### src/rtl/coc_pkg.sv
// package for the comparator output conditioner: register map, fields, reset values
// assumes a plain register port with 8-bit data and read data one cycle after the strobe
package coc_pkg;
   localparam int unsigned ADDR_W = 3;
   localparam int unsigned DATA_W = 8;
   localparam logic [ADDR_W-1:0] OFS_CTRL = 3'h0;
   localparam logic [ADDR_W-1:0] OFS_FILT = 3'h1;
   localparam logic [ADDR_W-1:0] OFS_PERIOD = 3'h2;
   localparam logic [ADDR_W-1:0] OFS_DAC = 3'h3;
   localparam logic [ADDR_W-1:0] OFS_STATUS = 3'h4;
   localparam logic [ADDR_W-1:0] OFS_MUX = 3'h5;
   // control register fields
   localparam int unsigned CTRL_EN = 0;
   localparam int unsigned CTRL_INV = 1;
   localparam int unsigned CTRL_OUTSEL = 2;
   localparam int unsigned CTRL_PIN_EN = 3;
   localparam int unsigned CTRL_WIN_ZERO = 4;
   localparam int unsigned CTRL_MODE_LO = 5;
   localparam int unsigned CTRL_MODE_HI = 6;
   // filter register: [2:0] internal count, [6:4] external count
   localparam int unsigned FILT_ICNT_LO = 0;
   localparam int unsigned FILT_ECNT_LO = 4;
   // dac register is the code; mux register [2:0] plus, [5:3] minus, [6] ref b
   localparam int unsigned MUX_PLUS_LO = 0;
   localparam int unsigned MUX_MINUS_LO = 3;
   localparam int unsigned MUX_REF_B = 6;
   // status register fields
   localparam int unsigned ST_RISE = 0;
   localparam int unsigned ST_FALL = 1;
   localparam int unsigned ST_RISE_IE = 2;
   localparam int unsigned ST_FALL_IE = 3;
   localparam int unsigned ST_DMA_EN = 4;
   localparam int unsigned ST_OUT = 5;
   localparam int unsigned ST_ACTIVE = 6;
   localparam logic [DATA_W-1:0] RST_CTRL = 8'h00;
   localparam logic [DATA_W-1:0] RST_FILT = 8'h10;
   localparam logic [DATA_W-1:0] RST_ZERO = 8'h00;
   localparam logic [2:0] CNT_ONE = 3'h1;
   localparam logic [2:0] CNT_OFF = 3'h0;
   localparam logic [7:0] PERIOD_OFF = 8'h00;
   localparam logic [7:0] DIV_START = 8'h01;

   typedef enum logic [1:0] {
      COC_MODE_BYPASS = 2'h0,
      COC_MODE_EXT = 2'h1,
      COC_MODE_WINDOW = 2'h2
   } coc_mode_t;

   typedef struct packed {
      logic [ADDR_W-1:0] addr;
      logic [DATA_W-1:0] wdata;
      logic wr;
      logic rd;
   } coc_bus_req_t;

   typedef struct packed {
      logic [7:0] code;
      logic ref_b;
      logic enable;
   } coc_dac_t;
endpackage

### src/rtl/coc_sync2.sv
// two-flop synchroniser for levels coming from outside the clock domain
// assumes the input is a level held longer than two clock periods
`timescale 1ns/1ps
module coc_sync2 (
   input wire logic clk_in,
   input wire logic rst_n_in,
   input wire logic ce_in,
   input wire logic d_in,
   output logic q_out
);
   logic meta_q;
   always_ff @(posedge clk_in or negedge rst_n_in) begin
      if (!rst_n_in) begin
         meta_q <= 1'b0;
         q_out <= 1'b0;
      end else if (ce_in) begin
         meta_q <= d_in;
         q_out <= meta_q;
      end
   end
endmodule // coc_sync2

### src/rtl/coc_filter.sv
// consecutive-sample glitch filter: accepts a new state after cnt agreeing samples
// assumes sample_in is a one-cycle pulse on the same clock
`timescale 1ns/1ps
module coc_filter (
   input wire logic clk_in,
   input wire logic rst_n_in,
   input wire logic ce_in,
   input wire logic sample_in,
   input wire logic [2:0] cnt_in,
   input wire logic d_in,
   output logic q_out
);
   import coc_pkg::*;
   logic [2:0] agree_q;
   always_ff @(posedge clk_in or negedge rst_n_in) begin
      if (!rst_n_in) begin
         agree_q <= CNT_OFF;
         q_out <= 1'b0;
      end else if (ce_in && sample_in) begin
         if (d_in == q_out) begin
            agree_q <= CNT_OFF;
         end else if (agree_q + CNT_ONE >= cnt_in) begin
            q_out <= d_in;
            agree_q <= CNT_OFF;
         end else begin
            agree_q <= agree_q + CNT_ONE;
         end
      end
   end
endmodule // coc_filter

### src/rtl/coc_top.sv
// comparator output conditioner: polarity, window, filter, edge flags, irq/dma, dac code
// assumes an analog comparator result and window/sample strobes from outside the clock domain
//
// Implementation choices: the register addresses and the strobed register port.
`timescale 1ns/1ps
module coc_top (
   input wire logic clk_in,
   input wire logic rst_n_in,
   input wire logic ce_in,
   input wire logic cmp_raw_in,
   input wire logic window_in,
   input wire logic ext_sample_in,
   input wire coc_pkg::coc_bus_req_t bus_in,
   output logic [coc_pkg::DATA_W-1:0] rdata_out,
   output logic irq_out,
   output logic dma_req_out,
   output logic compare_out_pin_out,
   output logic compare_out_pin_oe_n_out,
   output coc_pkg::coc_dac_t dac_out,
   output logic analog_en_out,
   output logic [2:0] plus_sel_out,
   output logic [2:0] minus_sel_out
);
   import coc_pkg::*;

   logic [DATA_W-1:0] ctrl_q, filt_q, period_q, dac_code_q, mux_q;
   logic rise_flag_q, fall_flag_q;
   logic rise_ie_q, fall_ie_q, dma_request_enable_q;
   logic raw_s, win_s, samp_s, samp_s_q;
   logic inv_d, win_q, unfilt_q, filt_out, filtered_compare_out, unfiltered_compare_out;
   logic cond_d, cond_q;
   logic [7:0] div_q;
   logic div_tick, samp_pulse, filt_bypass;
   coc_mode_t mode;
   logic [2:0] icnt, ecnt, eff_cnt;
   logic same_src, active;

   assign mode = coc_mode_t'(ctrl_q[CTRL_MODE_HI:CTRL_MODE_LO]);
   assign icnt = filt_q[FILT_ICNT_LO +: 3];
   assign ecnt = filt_q[FILT_ECNT_LO +: 3];
   assign same_src = (mux_q[MUX_PLUS_LO +: 3] == mux_q[MUX_MINUS_LO +: 3]);
   assign active = ctrl_q[CTRL_EN] && !same_src;

   wire wr_hit = bus_in.wr;
   wire rd_hit = bus_in.rd;

   // register writes
   always_ff @(posedge clk_in or negedge rst_n_in) begin
      if (!rst_n_in) begin
         ctrl_q <= RST_CTRL;
         filt_q <= RST_FILT;
         period_q <= RST_ZERO;
         dac_code_q <= RST_ZERO;
         mux_q <= RST_ZERO;
         rise_ie_q <= 1'b0;
         fall_ie_q <= 1'b0;
         dma_request_enable_q <= 1'b0;
      end else if (ce_in && wr_hit) begin
         case (bus_in.addr)
            OFS_CTRL: ctrl_q <= bus_in.wdata;
            OFS_FILT: filt_q <= bus_in.wdata;
            OFS_PERIOD: period_q <= bus_in.wdata;
            OFS_DAC: dac_code_q <= bus_in.wdata;
            OFS_MUX: mux_q <= bus_in.wdata;
            OFS_STATUS: begin
               rise_ie_q <= bus_in.wdata[ST_RISE_IE];
               fall_ie_q <= bus_in.wdata[ST_FALL_IE];
               dma_request_enable_q <= bus_in.wdata[ST_DMA_EN];
            end
            default: ;
         endcase
      end
   end

   // external inputs cross into the clock domain
   coc_sync2 u_sync_raw (.clk_in(clk_in), .rst_n_in(rst_n_in), .ce_in(ce_in),
      .d_in(cmp_raw_in), .q_out(raw_s));
   coc_sync2 u_sync_win (.clk_in(clk_in), .rst_n_in(rst_n_in), .ce_in(ce_in),
      .d_in(window_in), .q_out(win_s));
   coc_sync2 u_sync_samp (.clk_in(clk_in), .rst_n_in(rst_n_in), .ce_in(ce_in),
      .d_in(ext_sample_in), .q_out(samp_s));

   assign inv_d = (raw_s ^ ctrl_q[CTRL_INV]) & active;

   // unfiltered path with window gate
   always_ff @(posedge clk_in or negedge rst_n_in) begin
      if (!rst_n_in) begin
         unfilt_q <= 1'b0;
         win_q <= 1'b0;
      end else if (ce_in) begin
         win_q <= win_s;
         if (mode != COC_MODE_WINDOW || win_s) begin
            unfilt_q <= inv_d;
         end else if (ctrl_q[CTRL_WIN_ZERO]) begin
            unfilt_q <= 1'b0;
         end else begin
            unfilt_q <= unfilt_q;
         end
      end
   end
   assign unfiltered_compare_out = unfilt_q;

   // sample clock divider; period zero stops the internally clocked filter
   always_ff @(posedge clk_in or negedge rst_n_in) begin
      if (!rst_n_in) begin
         div_q <= DIV_START;
         samp_s_q <= 1'b0;
      end else if (ce_in) begin
         samp_s_q <= samp_s;
         if (div_tick || period_q == PERIOD_OFF) begin
            div_q <= DIV_START;
         end else begin
            div_q <= div_q + DIV_START;
         end
      end
   end
   assign div_tick = (period_q != PERIOD_OFF) && (div_q >= period_q);
   assign filt_bypass = (mode != COC_MODE_EXT) &&
      (icnt == CNT_OFF || period_q == PERIOD_OFF);
   assign samp_pulse = (mode == COC_MODE_EXT) ? (samp_s && !samp_s_q) : div_tick;
   assign eff_cnt = (mode == COC_MODE_EXT) ? ((ecnt == CNT_OFF) ? CNT_ONE : ecnt) : icnt;

   coc_filter u_filter (.clk_in(clk_in), .rst_n_in(rst_n_in), .ce_in(ce_in),
      .sample_in(samp_pulse), .cnt_in(eff_cnt), .d_in(unfilt_q), .q_out(filt_out));
   assign filtered_compare_out = filt_bypass ? unfilt_q : filt_out;

   assign cond_d = ctrl_q[CTRL_OUTSEL] ? unfiltered_compare_out : filtered_compare_out;

   wire rise_ev = cond_d && !cond_q;
   wire fall_ev = !cond_d && cond_q;
   wire clr_wr = wr_hit && bus_in.addr == OFS_STATUS;

   // edge flags: an edge in the clear cycle wins
   always_ff @(posedge clk_in or negedge rst_n_in) begin
      if (!rst_n_in) begin
         cond_q <= 1'b0;
         rise_flag_q <= 1'b0;
         fall_flag_q <= 1'b0;
      end else if (ce_in) begin
         cond_q <= cond_d;
         rise_flag_q <= rise_ev || (rise_flag_q && !(clr_wr && bus_in.wdata[ST_RISE]));
         fall_flag_q <= fall_ev || (fall_flag_q && !(clr_wr && bus_in.wdata[ST_FALL]));
      end
   end

   // irq and dma requests
   always_ff @(posedge clk_in or negedge rst_n_in) begin
      if (!rst_n_in) begin
         irq_out <= 1'b0;
         dma_req_out <= 1'b0;
      end else if (ce_in) begin
         // dma takes the enabled edges, so the irq stays quiet while it is on
         irq_out <= !dma_request_enable_q &&
            ((rise_ie_q && rise_flag_q) || (fall_ie_q && fall_flag_q));
         dma_req_out <= dma_request_enable_q &&
            ((rise_ie_q && rise_ev) || (fall_ie_q && fall_ev));
      end
   end

   // pins, dac and read data
   always_ff @(posedge clk_in or negedge rst_n_in) begin
      if (!rst_n_in) begin
         compare_out_pin_out <= 1'b0;
         compare_out_pin_oe_n_out <= 1'b1;
         dac_out <= '0;
         analog_en_out <= 1'b0;
         plus_sel_out <= CNT_OFF;
         minus_sel_out <= CNT_OFF;
         rdata_out <= RST_ZERO;
      end else if (ce_in) begin
         compare_out_pin_out <= cond_d & ctrl_q[CTRL_PIN_EN];
         compare_out_pin_oe_n_out <= !ctrl_q[CTRL_PIN_EN];
         dac_out.code <= dac_code_q;
         dac_out.ref_b <= mux_q[MUX_REF_B];
         dac_out.enable <= active;
         analog_en_out <= active;
         plus_sel_out <= mux_q[MUX_PLUS_LO +: 3];
         minus_sel_out <= mux_q[MUX_MINUS_LO +: 3];
         rdata_out <= RST_ZERO;
         if (rd_hit) begin
            case (bus_in.addr)
               OFS_CTRL: rdata_out <= ctrl_q;
               OFS_FILT: rdata_out <= filt_q;
               OFS_PERIOD: rdata_out <= period_q;
               OFS_DAC: rdata_out <= dac_code_q;
               OFS_MUX: rdata_out <= mux_q;
               OFS_STATUS: rdata_out <= {1'b0, active, cond_q, dma_request_enable_q,
                  fall_ie_q, rise_ie_q, fall_flag_q, rise_flag_q};
               default: rdata_out <= RST_ZERO;
            endcase
         end
      end
   end

   // checks
   property p_zero_win;
      @(posedge clk_in) disable iff (!rst_n_in)
      (ce_in && mode == COC_MODE_WINDOW && !win_s && ctrl_q[CTRL_WIN_ZERO]) |=> !unfilt_q;
   endproperty
   a_zero_win: assert property (p_zero_win) else $error("zero window not forced");
   property p_hold_win;
      @(posedge clk_in) disable iff (!rst_n_in)
      (ce_in && mode == COC_MODE_WINDOW && !win_s && !ctrl_q[CTRL_WIN_ZERO])
         |=> $stable(unfilt_q);
   endproperty
   a_hold_win: assert property (p_hold_win) else $error("hold window changed");
   property p_rise_flag;
      @(posedge clk_in) disable iff (!rst_n_in) (ce_in && rise_ev) |=> rise_flag_q;
   endproperty
   a_rise_flag: assert property (p_rise_flag) else $error("rise flag missing");
   property p_fall_flag;
      @(posedge clk_in) disable iff (!rst_n_in) (ce_in && fall_ev) |=> fall_flag_q;
   endproperty
   a_fall_flag: assert property (p_fall_flag) else $error("fall flag missing");
   property p_dma_no_irq;
      @(posedge clk_in) disable iff (!rst_n_in) (ce_in && dma_request_enable_q) |=> !irq_out;
   endproperty
   a_dma_no_irq: assert property (p_dma_no_irq) else $error("irq with dma on");
   property p_irq_level;
      @(posedge clk_in) disable iff (!rst_n_in)
      (ce_in && !dma_request_enable_q && rise_ie_q && rise_flag_q) |=> irq_out;
   endproperty
   a_irq_level: assert property (p_irq_level) else $error("irq not raised");
   property p_dma_req;
      @(posedge clk_in) disable iff (!rst_n_in)
      (ce_in && dma_request_enable_q && fall_ie_q && fall_ev) |=> dma_req_out;
   endproperty
   a_dma_req: assert property (p_dma_req) else $error("dma request missing");
   property p_same_src;
      @(posedge clk_in) disable iff (!rst_n_in) (ce_in && same_src) |=> !analog_en_out;
   endproperty
   a_same_src: assert property (p_same_src) else $error("same source left enabled");
   property p_pin_off;
      @(posedge clk_in) disable iff (!rst_n_in)
      (ce_in && !ctrl_q[CTRL_PIN_EN]) |=> compare_out_pin_oe_n_out && !compare_out_pin_out;
   endproperty
   a_pin_off: assert property (p_pin_off) else $error("pin driven while off");
   property p_irq_off;
      @(posedge clk_in) disable iff (!rst_n_in)
      (ce_in && !rise_ie_q && !fall_ie_q) |=> !irq_out;
   endproperty
   a_irq_off: assert property (p_irq_off) else $error("irq without enable");
   property p_fall_irq;
      @(posedge clk_in) disable iff (!rst_n_in)
      (ce_in && !dma_request_enable_q && fall_ie_q && fall_flag_q) |=> irq_out;
   endproperty
   a_fall_irq: assert property (p_fall_irq) else $error("fall irq missing");
   property p_dma_off;
      @(posedge clk_in) disable iff (!rst_n_in)
      (ce_in && !dma_request_enable_q) |=> !dma_req_out;
   endproperty
   a_dma_off: assert property (p_dma_off) else $error("dma request while off");
   property p_dma_rise;
      @(posedge clk_in) disable iff (!rst_n_in)
      (ce_in && dma_request_enable_q && rise_ie_q && rise_ev) |=> dma_req_out;
   endproperty
   a_dma_rise: assert property (p_dma_rise) else $error("rise dma missing");
   property p_both_flags;
      @(posedge clk_in) disable iff (!rst_n_in)
      (ce_in && rise_flag_q && fall_ev && !clr_wr) |=> rise_flag_q && fall_flag_q;
   endproperty
   a_both_flags: assert property (p_both_flags) else $error("flags not both set");
   property p_rise_hold;
      @(posedge clk_in) disable iff (!rst_n_in)
      (ce_in && rise_flag_q && !(clr_wr && bus_in.wdata[ST_RISE])) |=> rise_flag_q;
   endproperty
   a_rise_hold: assert property (p_rise_hold) else $error("rise flag lost");
   property p_rise_clear;
      @(posedge clk_in) disable iff (!rst_n_in)
      (ce_in && clr_wr && bus_in.wdata[ST_RISE] && !rise_ev) |=> !rise_flag_q;
   endproperty
   a_rise_clear: assert property (p_rise_clear) else $error("rise flag not cleared");
   property p_fall_clear;
      @(posedge clk_in) disable iff (!rst_n_in)
      (ce_in && clr_wr && bus_in.wdata[ST_FALL] && !fall_ev) |=> !fall_flag_q;
   endproperty
   a_fall_clear: assert property (p_fall_clear) else $error("fall flag not cleared");
   property p_win_bypass;
      @(posedge clk_in) disable iff (!rst_n_in)
      (ce_in && mode != COC_MODE_WINDOW) |=> unfilt_q == $past(inv_d);
   endproperty
   a_win_bypass: assert property (p_win_bypass) else $error("gate acts outside window");
   property p_win_open;
      @(posedge clk_in) disable iff (!rst_n_in)
      (ce_in && mode == COC_MODE_WINDOW && win_s) |=> unfilt_q == $past(inv_d);
   endproperty
   a_win_open: assert property (p_win_open) else $error("open gate blocks result");
   property p_invert;
      @(posedge clk_in) disable iff (!rst_n_in)
      (ce_in && active && mode != COC_MODE_WINDOW && ctrl_q[CTRL_INV]) |=> unfilt_q != $past(raw_s);
   endproperty
   a_invert: assert property (p_invert) else $error("result not inverted");
   property p_outsel;
      @(posedge clk_in) disable iff (!rst_n_in)
      (ce_in && ctrl_q[CTRL_OUTSEL]) |=> cond_q == $past(unfilt_q);
   endproperty
   a_outsel: assert property (p_outsel) else $error("unfiltered route wrong");
   property p_period_off;
      @(posedge clk_in) disable iff (!rst_n_in)
      (ce_in && !ctrl_q[CTRL_OUTSEL] && mode != COC_MODE_EXT && period_q == PERIOD_OFF)
         |=> cond_q == $past(unfilt_q);
   endproperty
   a_period_off: assert property (p_period_off) else $error("period zero filters");
   property p_count_off;
      @(posedge clk_in) disable iff (!rst_n_in)
      (ce_in && !ctrl_q[CTRL_OUTSEL] && mode != COC_MODE_EXT && icnt == CNT_OFF)
         |=> cond_q == $past(unfilt_q);
   endproperty
   a_count_off: assert property (p_count_off) else $error("count zero filters");
   property p_filt_tick;
      @(posedge clk_in) disable iff (!rst_n_in)
      !(ce_in && samp_pulse) |=> $stable(filt_out);
   endproperty
   a_filt_tick: assert property (p_filt_tick) else $error("filter moved off tick");
   property p_div_gap;
      @(posedge clk_in) disable iff (!rst_n_in)
      (ce_in && !wr_hit && div_tick && period_q > DIV_START) |=> !div_tick;
   endproperty
   a_div_gap: assert property (p_div_gap) else $error("sample ticks too close");
   property p_ext_strobe;
      @(posedge clk_in) disable iff (!rst_n_in)
      (ce_in && mode == COC_MODE_EXT && !samp_s) |=> $stable(filt_out);
   endproperty
   a_ext_strobe: assert property (p_ext_strobe) else $error("sample without strobe");
   property p_dac_code;
      @(posedge clk_in) disable iff (!rst_n_in)
      ce_in |=> dac_out.code == $past(dac_code_q) && dac_out.ref_b == $past(mux_q[MUX_REF_B]);
   endproperty
   a_dac_code: assert property (p_dac_code) else $error("dac code or ref wrong");
   property p_pin_on;
      @(posedge clk_in) disable iff (!rst_n_in)
      (ce_in && ctrl_q[CTRL_PIN_EN]) |=> !compare_out_pin_oe_n_out && compare_out_pin_out == $past(cond_d);
   endproperty
   a_pin_on: assert property (p_pin_on) else $error("pin not driven");
   property p_active;
      @(posedge clk_in) disable iff (!rst_n_in)
      (ce_in && ctrl_q[CTRL_EN] && !same_src) |=> analog_en_out && dac_out.enable;
   endproperty
   a_active: assert property (p_active) else $error("comparator not enabled");
   c_rise: cover property (@(posedge clk_in) disable iff (!rst_n_in) rise_ev ##[1:20] fall_ev);
   c_dma: cover property (@(posedge clk_in) disable iff (!rst_n_in) dma_req_out);
   c_irq: cover property (@(posedge clk_in) disable iff (!rst_n_in) irq_out);
   c_win: cover property (@(posedge clk_in) disable iff (!rst_n_in)
      mode == COC_MODE_WINDOW && win_q && !win_s);
endmodule // coc_top

### config.mk
export PLATFORM = sky130hd
export DESIGN_NAME = coc_top
export DESIGN_NICKNAME = d
export VERILOG_FILES = /design/src/rtl/coc_pkg.sv /design/src/rtl/coc_sync2.sv /design/src/rtl/coc_filter.sv /design/src/rtl/coc_top.sv
export SDC_FILE = /design/constraint.sdc
export NUM_CORES = 1
export LEC_CHECK = 0
export ABC_AREA = 1
export BUFFER_PORTS_ARGS = -buffer_cell sky130_fd_sc_hd__buf_2
export CORE_UTILIZATION = 52
export DETAILED_ROUTE_END_ITERATION = 8
export PLACE_DENSITY = 0.82
export SLEW_MARGIN = 30
export SYNTH_ARGS = -nofsm -noshare
export SYNTH_HDL_FRONTEND = slang
export SYNTH_SLANG_ARGS = --single-unit
### constraint.sdc
create_clock -name clk_in -period 1.8 [get_ports clk_in]
set_input_delay 0.27 -clock clk_in [delete_from_list [all_inputs] [get_ports clk_in]]
set_output_delay 0.27 -clock clk_in [all_outputs]
set_load 0.02 [all_outputs]
==> Yosys cells after proc, flatten, opt, wreduce, memory -nomap -nowiden <==
Index checks and enable logic that the tools add are counted.
{ "totals": {"reg_bits": 94, "inputBits": 19, "wordCells": 110} }
{ "op_classes": {"addsub": 2, "n_lt_le_gt_ge": 2, "eq_ne": 10, "muxes": 12, "n_bitwise": 4, "n_reduce_logical": 48} }
{ "ops": {"columns": ["op", "count"], "rows": [
  ["$pmux W8 S6", 1],
  ["$logic_and A1 B1 Y1", 19],
  ["$mux W8", 2],
  ["$reduce_and A2 Y1", 7],
  ["$mux W3", 4],
  ["$logic_not A3 Y1", 3],
  ["$add A8 B1 Y8 const B", 1],
  ["$ge A8 B8 Y1", 1],
  ["$logic_not A1 Y1", 8],
  ["$logic_not A8 Y1", 1],
  ["$reduce_bool A8 Y1", 1],
  ["$logic_or A1 B1 Y1", 7],
  ["$eq A3 B2 Y1 const B", 2],
  ["$eq A3 B3 Y1 const B", 2],
  ["$mux W1", 5],
  ["$add A3 B1 Y3 const B", 1],
  ["$eq A3 B1 Y1 const B", 1],
  ["$eq A3 B3 Y1", 1],
  ["$ge A3 B3 Y1", 1],
  ["$reduce_and A3 Y1", 1],
  ["$and A1 B1 Y1", 2],
  ["$eq A2 B1 Y1 const B", 1],
  ["$ne A2 B1 Y1 const B", 1],
  ["$ne A2 B2 Y1 const B", 1],
  ["other kinds (4)", 4]
]} }

==> Longest topological paths before layout <==
{ "logic_depth": {"depth_word": 10, "ltp_mapped": 14, "ltp_nobuf": 14} }

==> By module <==
Synthesis repeated with hierarchy kept, for this count alone.
{ "unflattened": {"hier_cells": 550, "hier_area_um2": 4538.1} }
{ "by_module_without_submodules": {"columns": ["mod", "n_inst", "cells_each", "area_each_um2", "seq_area_each_um2"], "rows": [
  ["coc_top", 1, 478, 3998.8, 2105.8],
  ["coc_filter", 1, 45, 310.3, 100.1],
  ["coc_sync2", 3, 9, 76.3, 50.0]
]} }

==> Worst setup path after synthesis <==
Ideal clock, no wire load.
{ "synth_path": {"kind": "register to register", "startpoint": "register ctrl_q[6]", "endpoint": "register u_filter.agree_q[0]", "setup_ns": 0.083, "t_arrival_ns": 1.663, "setup_slack_ns": 0.055, "path_stages_with_launch": 11, "path_buffers": 0, "period_less_slack_ns": 1.745, "path_cell_list": "dfrtp_1 -> nor2_2 -> nand2_1 -> o21ai_0 -> inv_1 -> ha_1 -> a21oi_1 -> o211ai_1 -> nor2_1 -> nand2_1 -> o21ai_0"} }
{ "synth_between": {"elab_chain_cells": 5, "word_cells_on_any_way": 7, "classes_between": "order compare (1); eq/ne (1); mux (4); reduce/logical (1)"} }
{ "synth_rtl": {"columns": ["item", "line_no", "rtl"], "rows": [
  ["from (decl)", "coc_top.sv:26", "logic [DATA_W-1:0] ctrl_q, filt_q, period_q, dac_code_q, mux_q;"],
  ["from (signal assigned)", "coc_top.sv:60", "OFS_CTRL: ctrl_q <= bus_in.wdata;"],
  ["$eq A2 B1 Y1 (*)", "coc_top.sv:120, coc_top.sv:121", null],
  ["$mux W3", "coc_top.sv:121", "assign eff_cnt = (mode == COC_MODE_EXT) ? ((ecnt == CNT_OFF) ? CNT_ONE : ecnt) : icnt;"],
  ["$ge A3 B3 Y1", "coc_filter.sv:22", "end else if (agree_q + CNT_ONE >= cnt_in) begin"],
  ["$mux W3", "coc_filter.sv:22", null],
  ["$mux W3", "coc_filter.sv:20", "if (d_in == q_out) begin"],
  ["to (signal assigned)", "coc_filter.sv:26", "agree_q <= agree_q + CNT_ONE;"],
  ["to (decl)", "coc_filter.sv:14", "logic [2:0] agree_q;"]
]} }
Every way passes the cells marked *; elsewhere a longest branch is shown, timed or not.
A chain may end at the register's enable or synchronous reset.

==> Worst setup path in the final report <==
{ "layout_path": {"startpoint": "register ctrl_q[5]", "endpoint": "register u_filter.q_out"} }
{ "layout_between": {"elab_chain_cells": 4, "word_cells_on_any_way": 6, "classes_between": "order compare (1); eq/ne (1); mux (2); reduce/logical (2)"} }
{ "layout_rtl": {"columns": ["item", "line_no", "rtl"], "rows": [
  ["$eq A2 B1 Y1 (*)", "coc_top.sv:120, coc_top.sv:121", null],
  ["$mux W3 / $mux W1 (equally long branches)", "coc_top.sv:121, coc_top.sv:120", null],
  ["$ge A3 B3 Y1 / $logic_and A1 B1 Y1 (equally long branches)", "coc_filter.sv:22, coc_filter.sv:19", null],
  ["$reduce_and A3 Y1 (no line) (*)", null, null],
  ["to (signal assigned)", "coc_filter.sv:23", "q_out <= d_in;"],
  ["to (decl)", "coc_filter.sv:11", "output logic q_out"]
]} }
Marked as above.

==> results.py <==
metrics = {
    "synth": {
        "ys_top_cells_by_count": "nand2_1 (180), dfrtp_1 (91), inv_1 (54)",
        "synth-edff-count": 0,
        "syn_area_mm2": 0.00451,
        "synth-main-ff-cell": "dfrtp_1",
        "synth-seq-cells": 94,
        "ys_top_cells_by_area": "dfrtp_1 (51%), nand2_1 (15%), inv_1 (4.5%)",
        "synth_seq_area_share_pct": 52.3,
        "syn_inst": 531,
        "synthDistinctLibCells": 37,
        "yosysTopAreaCell": "dfrtp_1",
        "netlist.area_leader.share_pct": 50.5,
        "synth.avg_cell_area_um2": 8.49,
        "yosysMostFrequentCell": "nand2_1",
        "synth-warning-count": 0,
        "synth_nets": 563,
        "postSynth.asyncResetShare_pct": 100,
    },
    "clocking": {
        "clock_path_buffers": 2,
        "worstSkewPairLatency_ps": 360,
        "clkTransAtPathRegs_ps": 90,
        "cts_tree": "yes",
        "numCtsBuffers": 9,
        "h-tree-depth": 3,
        "cts.sink_count": 94,
        "root_buffer": "clkbuf_8",
    },
    "sta": {
        "fin_hold_ws_ps": 112,
        "finalSetupViolations": 4,
        "fmax_mhz": 541,
        "fin_crit_ps": 1850,
        "setup_ws_ps": -46.8,
        "hold_violations": 0,
        "slew-limit-headroom_pct": 62.0,
        "worst_slew_pin_slew_ps": 571,
        "fin_skew_ps": 12.3,
        "rsz0062_at_grt": "true",
        "finalMaxSlewViolations": 0,
        "timing.final.crit_share_pct": 103,
    },
    "grt": {
        "grt_pass1_vias": 3889,
        "grt.total_usage_pct": 27.2,
        "antenna_found_initial": 0,
        "grt_start_max_net_pins": 44,
        "grt_overflow_total": 0,
        "grt_pass1_wl_um": 18300,
    },
    "floorplan": {
        "core-area_mm2": 0.00830,
        "die_x_um": 95.1,
        "row_count": 33,
        "fp.dieH_um": 95.1,
        "initial_core_util_pct": 54.3,
        "io_pins": 48,
        "dieArea_mm2": 0.00904,
    },
    "setup_path": {
        "crit_arrival_ps": 2090,
        "end_kind": "register",
        "start_kind": "register",
        "cp_data_required_time_ps": 2050,
        "crit_type": "register to register",
        "crit_fanout": 6,
    },
    "drt": {
        "first_pass_iters": 5,
        "wl_per_cell_um": 15.7,
        "antenna_left": 0,
        "drtIter0Drc": 197,
        "route.detailed.drc": 0,
        "via_per_inst": 5.44,
        "wirelength_um": 11000,
        "via_count": 3822,
    },
    "final_layout": {
        "stdcell_area_mm2": 0.00525,
        "syn_to_final_growth_pct": 16.6,
        "diodes": 0,
        "drive_gt1_share_pct": 21.6,
        "final_nets": 626,
        "fin_cells": 703,
    },
    "run_status": {
        "outcome": "complete, but fails checks",
        "violations": "negative setup slack",
    },
    "place": {
        "place.gp.congestion": 1.01,
        "dpl.cell_count": 684,
        "dpl_worst_slack_ps": -90.0,
        "dpl_cell_area_mm2": 0.00492,
        "portBuffers": 47,
        "hpwl_um": 8180,
    },
    "power_and_ir_drop": {
        "fin_total_pwr_mw": 6.16,
        "peakVddDrop_v": 0.000669,
        "leakage_nw": 2.71,
        "p_per_area_mw_per_mm2": 1170,
    },
    "min_path": {
        "hold_path_class": "input port to register",
    },
    "job": {
        "cap_violations": 0,
    },
}
-- timing repair --
item	in CTS	in global routing
cloned	0	0
resized for setup	8	17
setup buffers	2	1
hold buffers	1	0
hold endpoints to repair	38	0
pin swaps	8	9
endpoints found under the setup margin	5	11
-- worst paths after layout --
check                      depth (start not counted)  slack, ps           endpoint      start
min                                                3        110  u_sync_win.meta_q  window_in
max                                               13        -50     u_filter.q_out  ctrl_q[5]
max in group asynchronous                          3        720          filt_q[4]   rst_n_in
max reg2reg                                       13        -50     u_filter.q_out  ctrl_q[5]
min in group asynchronous                          2        450         dac_out[2]   rst_n_in
min reg2reg                                        2        480            irq_out    irq_out
-- sequential cells by signal (all words and copies together) (netlist names), 3 cells and up --
register	flops
dac_out	9
u_filter.agree_q	3
plus_sel_out	3
ctrl_q	8
minus_sel_out	3
dac_code_q	8
period_q	8
div_q	8
filt_q	8
rdata_out	8
mux_q	8
-- final cells by class --
cell class	count	area [µm²]
inverters	61	229
multi-input cells	361	1920
clock inverters	5	83.8
repair buffers	67	403
fillers	705	3050
well taps	105	131
clock buffers	10	128
flip-flops and latches	94	2360
-- logic make-up after synthesis --
| group | after synthesis | synth area share (%) |
|---|---|---|
| flip-flops | 94 | 52.3 |
| adder cells (fa/ha/maj) | 13 | 3.61 |
| AND/OR/NAND/NOR | 229 | 21.3 |
| XOR/XNOR | 9 | 1.75 |
| AO/OA/AOI/OAI | 110 | 14.1 |
| buffers and inverters | 76 | 6.91 |
-- per-stage QoR --
step | utilization, % | setup TNS [ps]
after CTS | 62.6 | 0
after floorplan | - | 0
final | 63.3 | -120
after detailed placement | 59.3 | -170
after global placement | 59.3 | 0
after global routing | 63.3 | -783
-- critical path, stage by stage, from the launching register on --
cell,delay (ps)
dfrtp_1,370
inv_1,90
nor2_4,170
nand2_2,100
o21ai_2,60
inv_1,80
ha_4,280
nand2_2,50
o211ai_1,200
nand2_1,90
inv_2,70
nand3_2,70
nand2_1,90
nand2_1,40
-- routing by layer --
layer  share of wire, %  track usage [%]  vias to the layer above  wire length, µm
met4                2.1             10.5                        0              234
met2                 49             44.2                      149             5360
li1                   -                -                     1854                -
met1                 43             34.6                     1798             4790
met5                  0                0                        -                0
met3                5.8             7.26                       21              635
-- where the power goes --
part / switching [mW] / leakage [nW] / total, mW / internal [mW]
clock: 0.734 / 0.0990 / 1.51 / 0.781
combinational: 1.11 / 1.42 / 1.78 / 0.674
sequential: 0.326 / 1.19 / 2.86 / 2.54
total: 2.17 / 2.71 / 6.16 / 3.99
-- cell usage in the layout (no fill, tap or decap), types with 3 or more instances in the layout --
master       n
a21oi_1      9
buf_2       46
buf_4       19
clkbuf_8     9
dfrtp_1     91
dfstp_2      3
ha_1        10
inv_1       52
inv_2        9
nand2_1    174
nand2_2      9
nand3_1     11
nand3_2      3
nand4_1      4
nor2_1      15
nor3_1       3
nor3_2       3
o2111ai_1    3
o21ai_0     31
o21ai_1     37
o21ai_2     10
o22ai_1      8
o31ai_1      3
xnor2_1      3
xor2_1       5
Note: power is estimated with default switching activity, not from simulation.
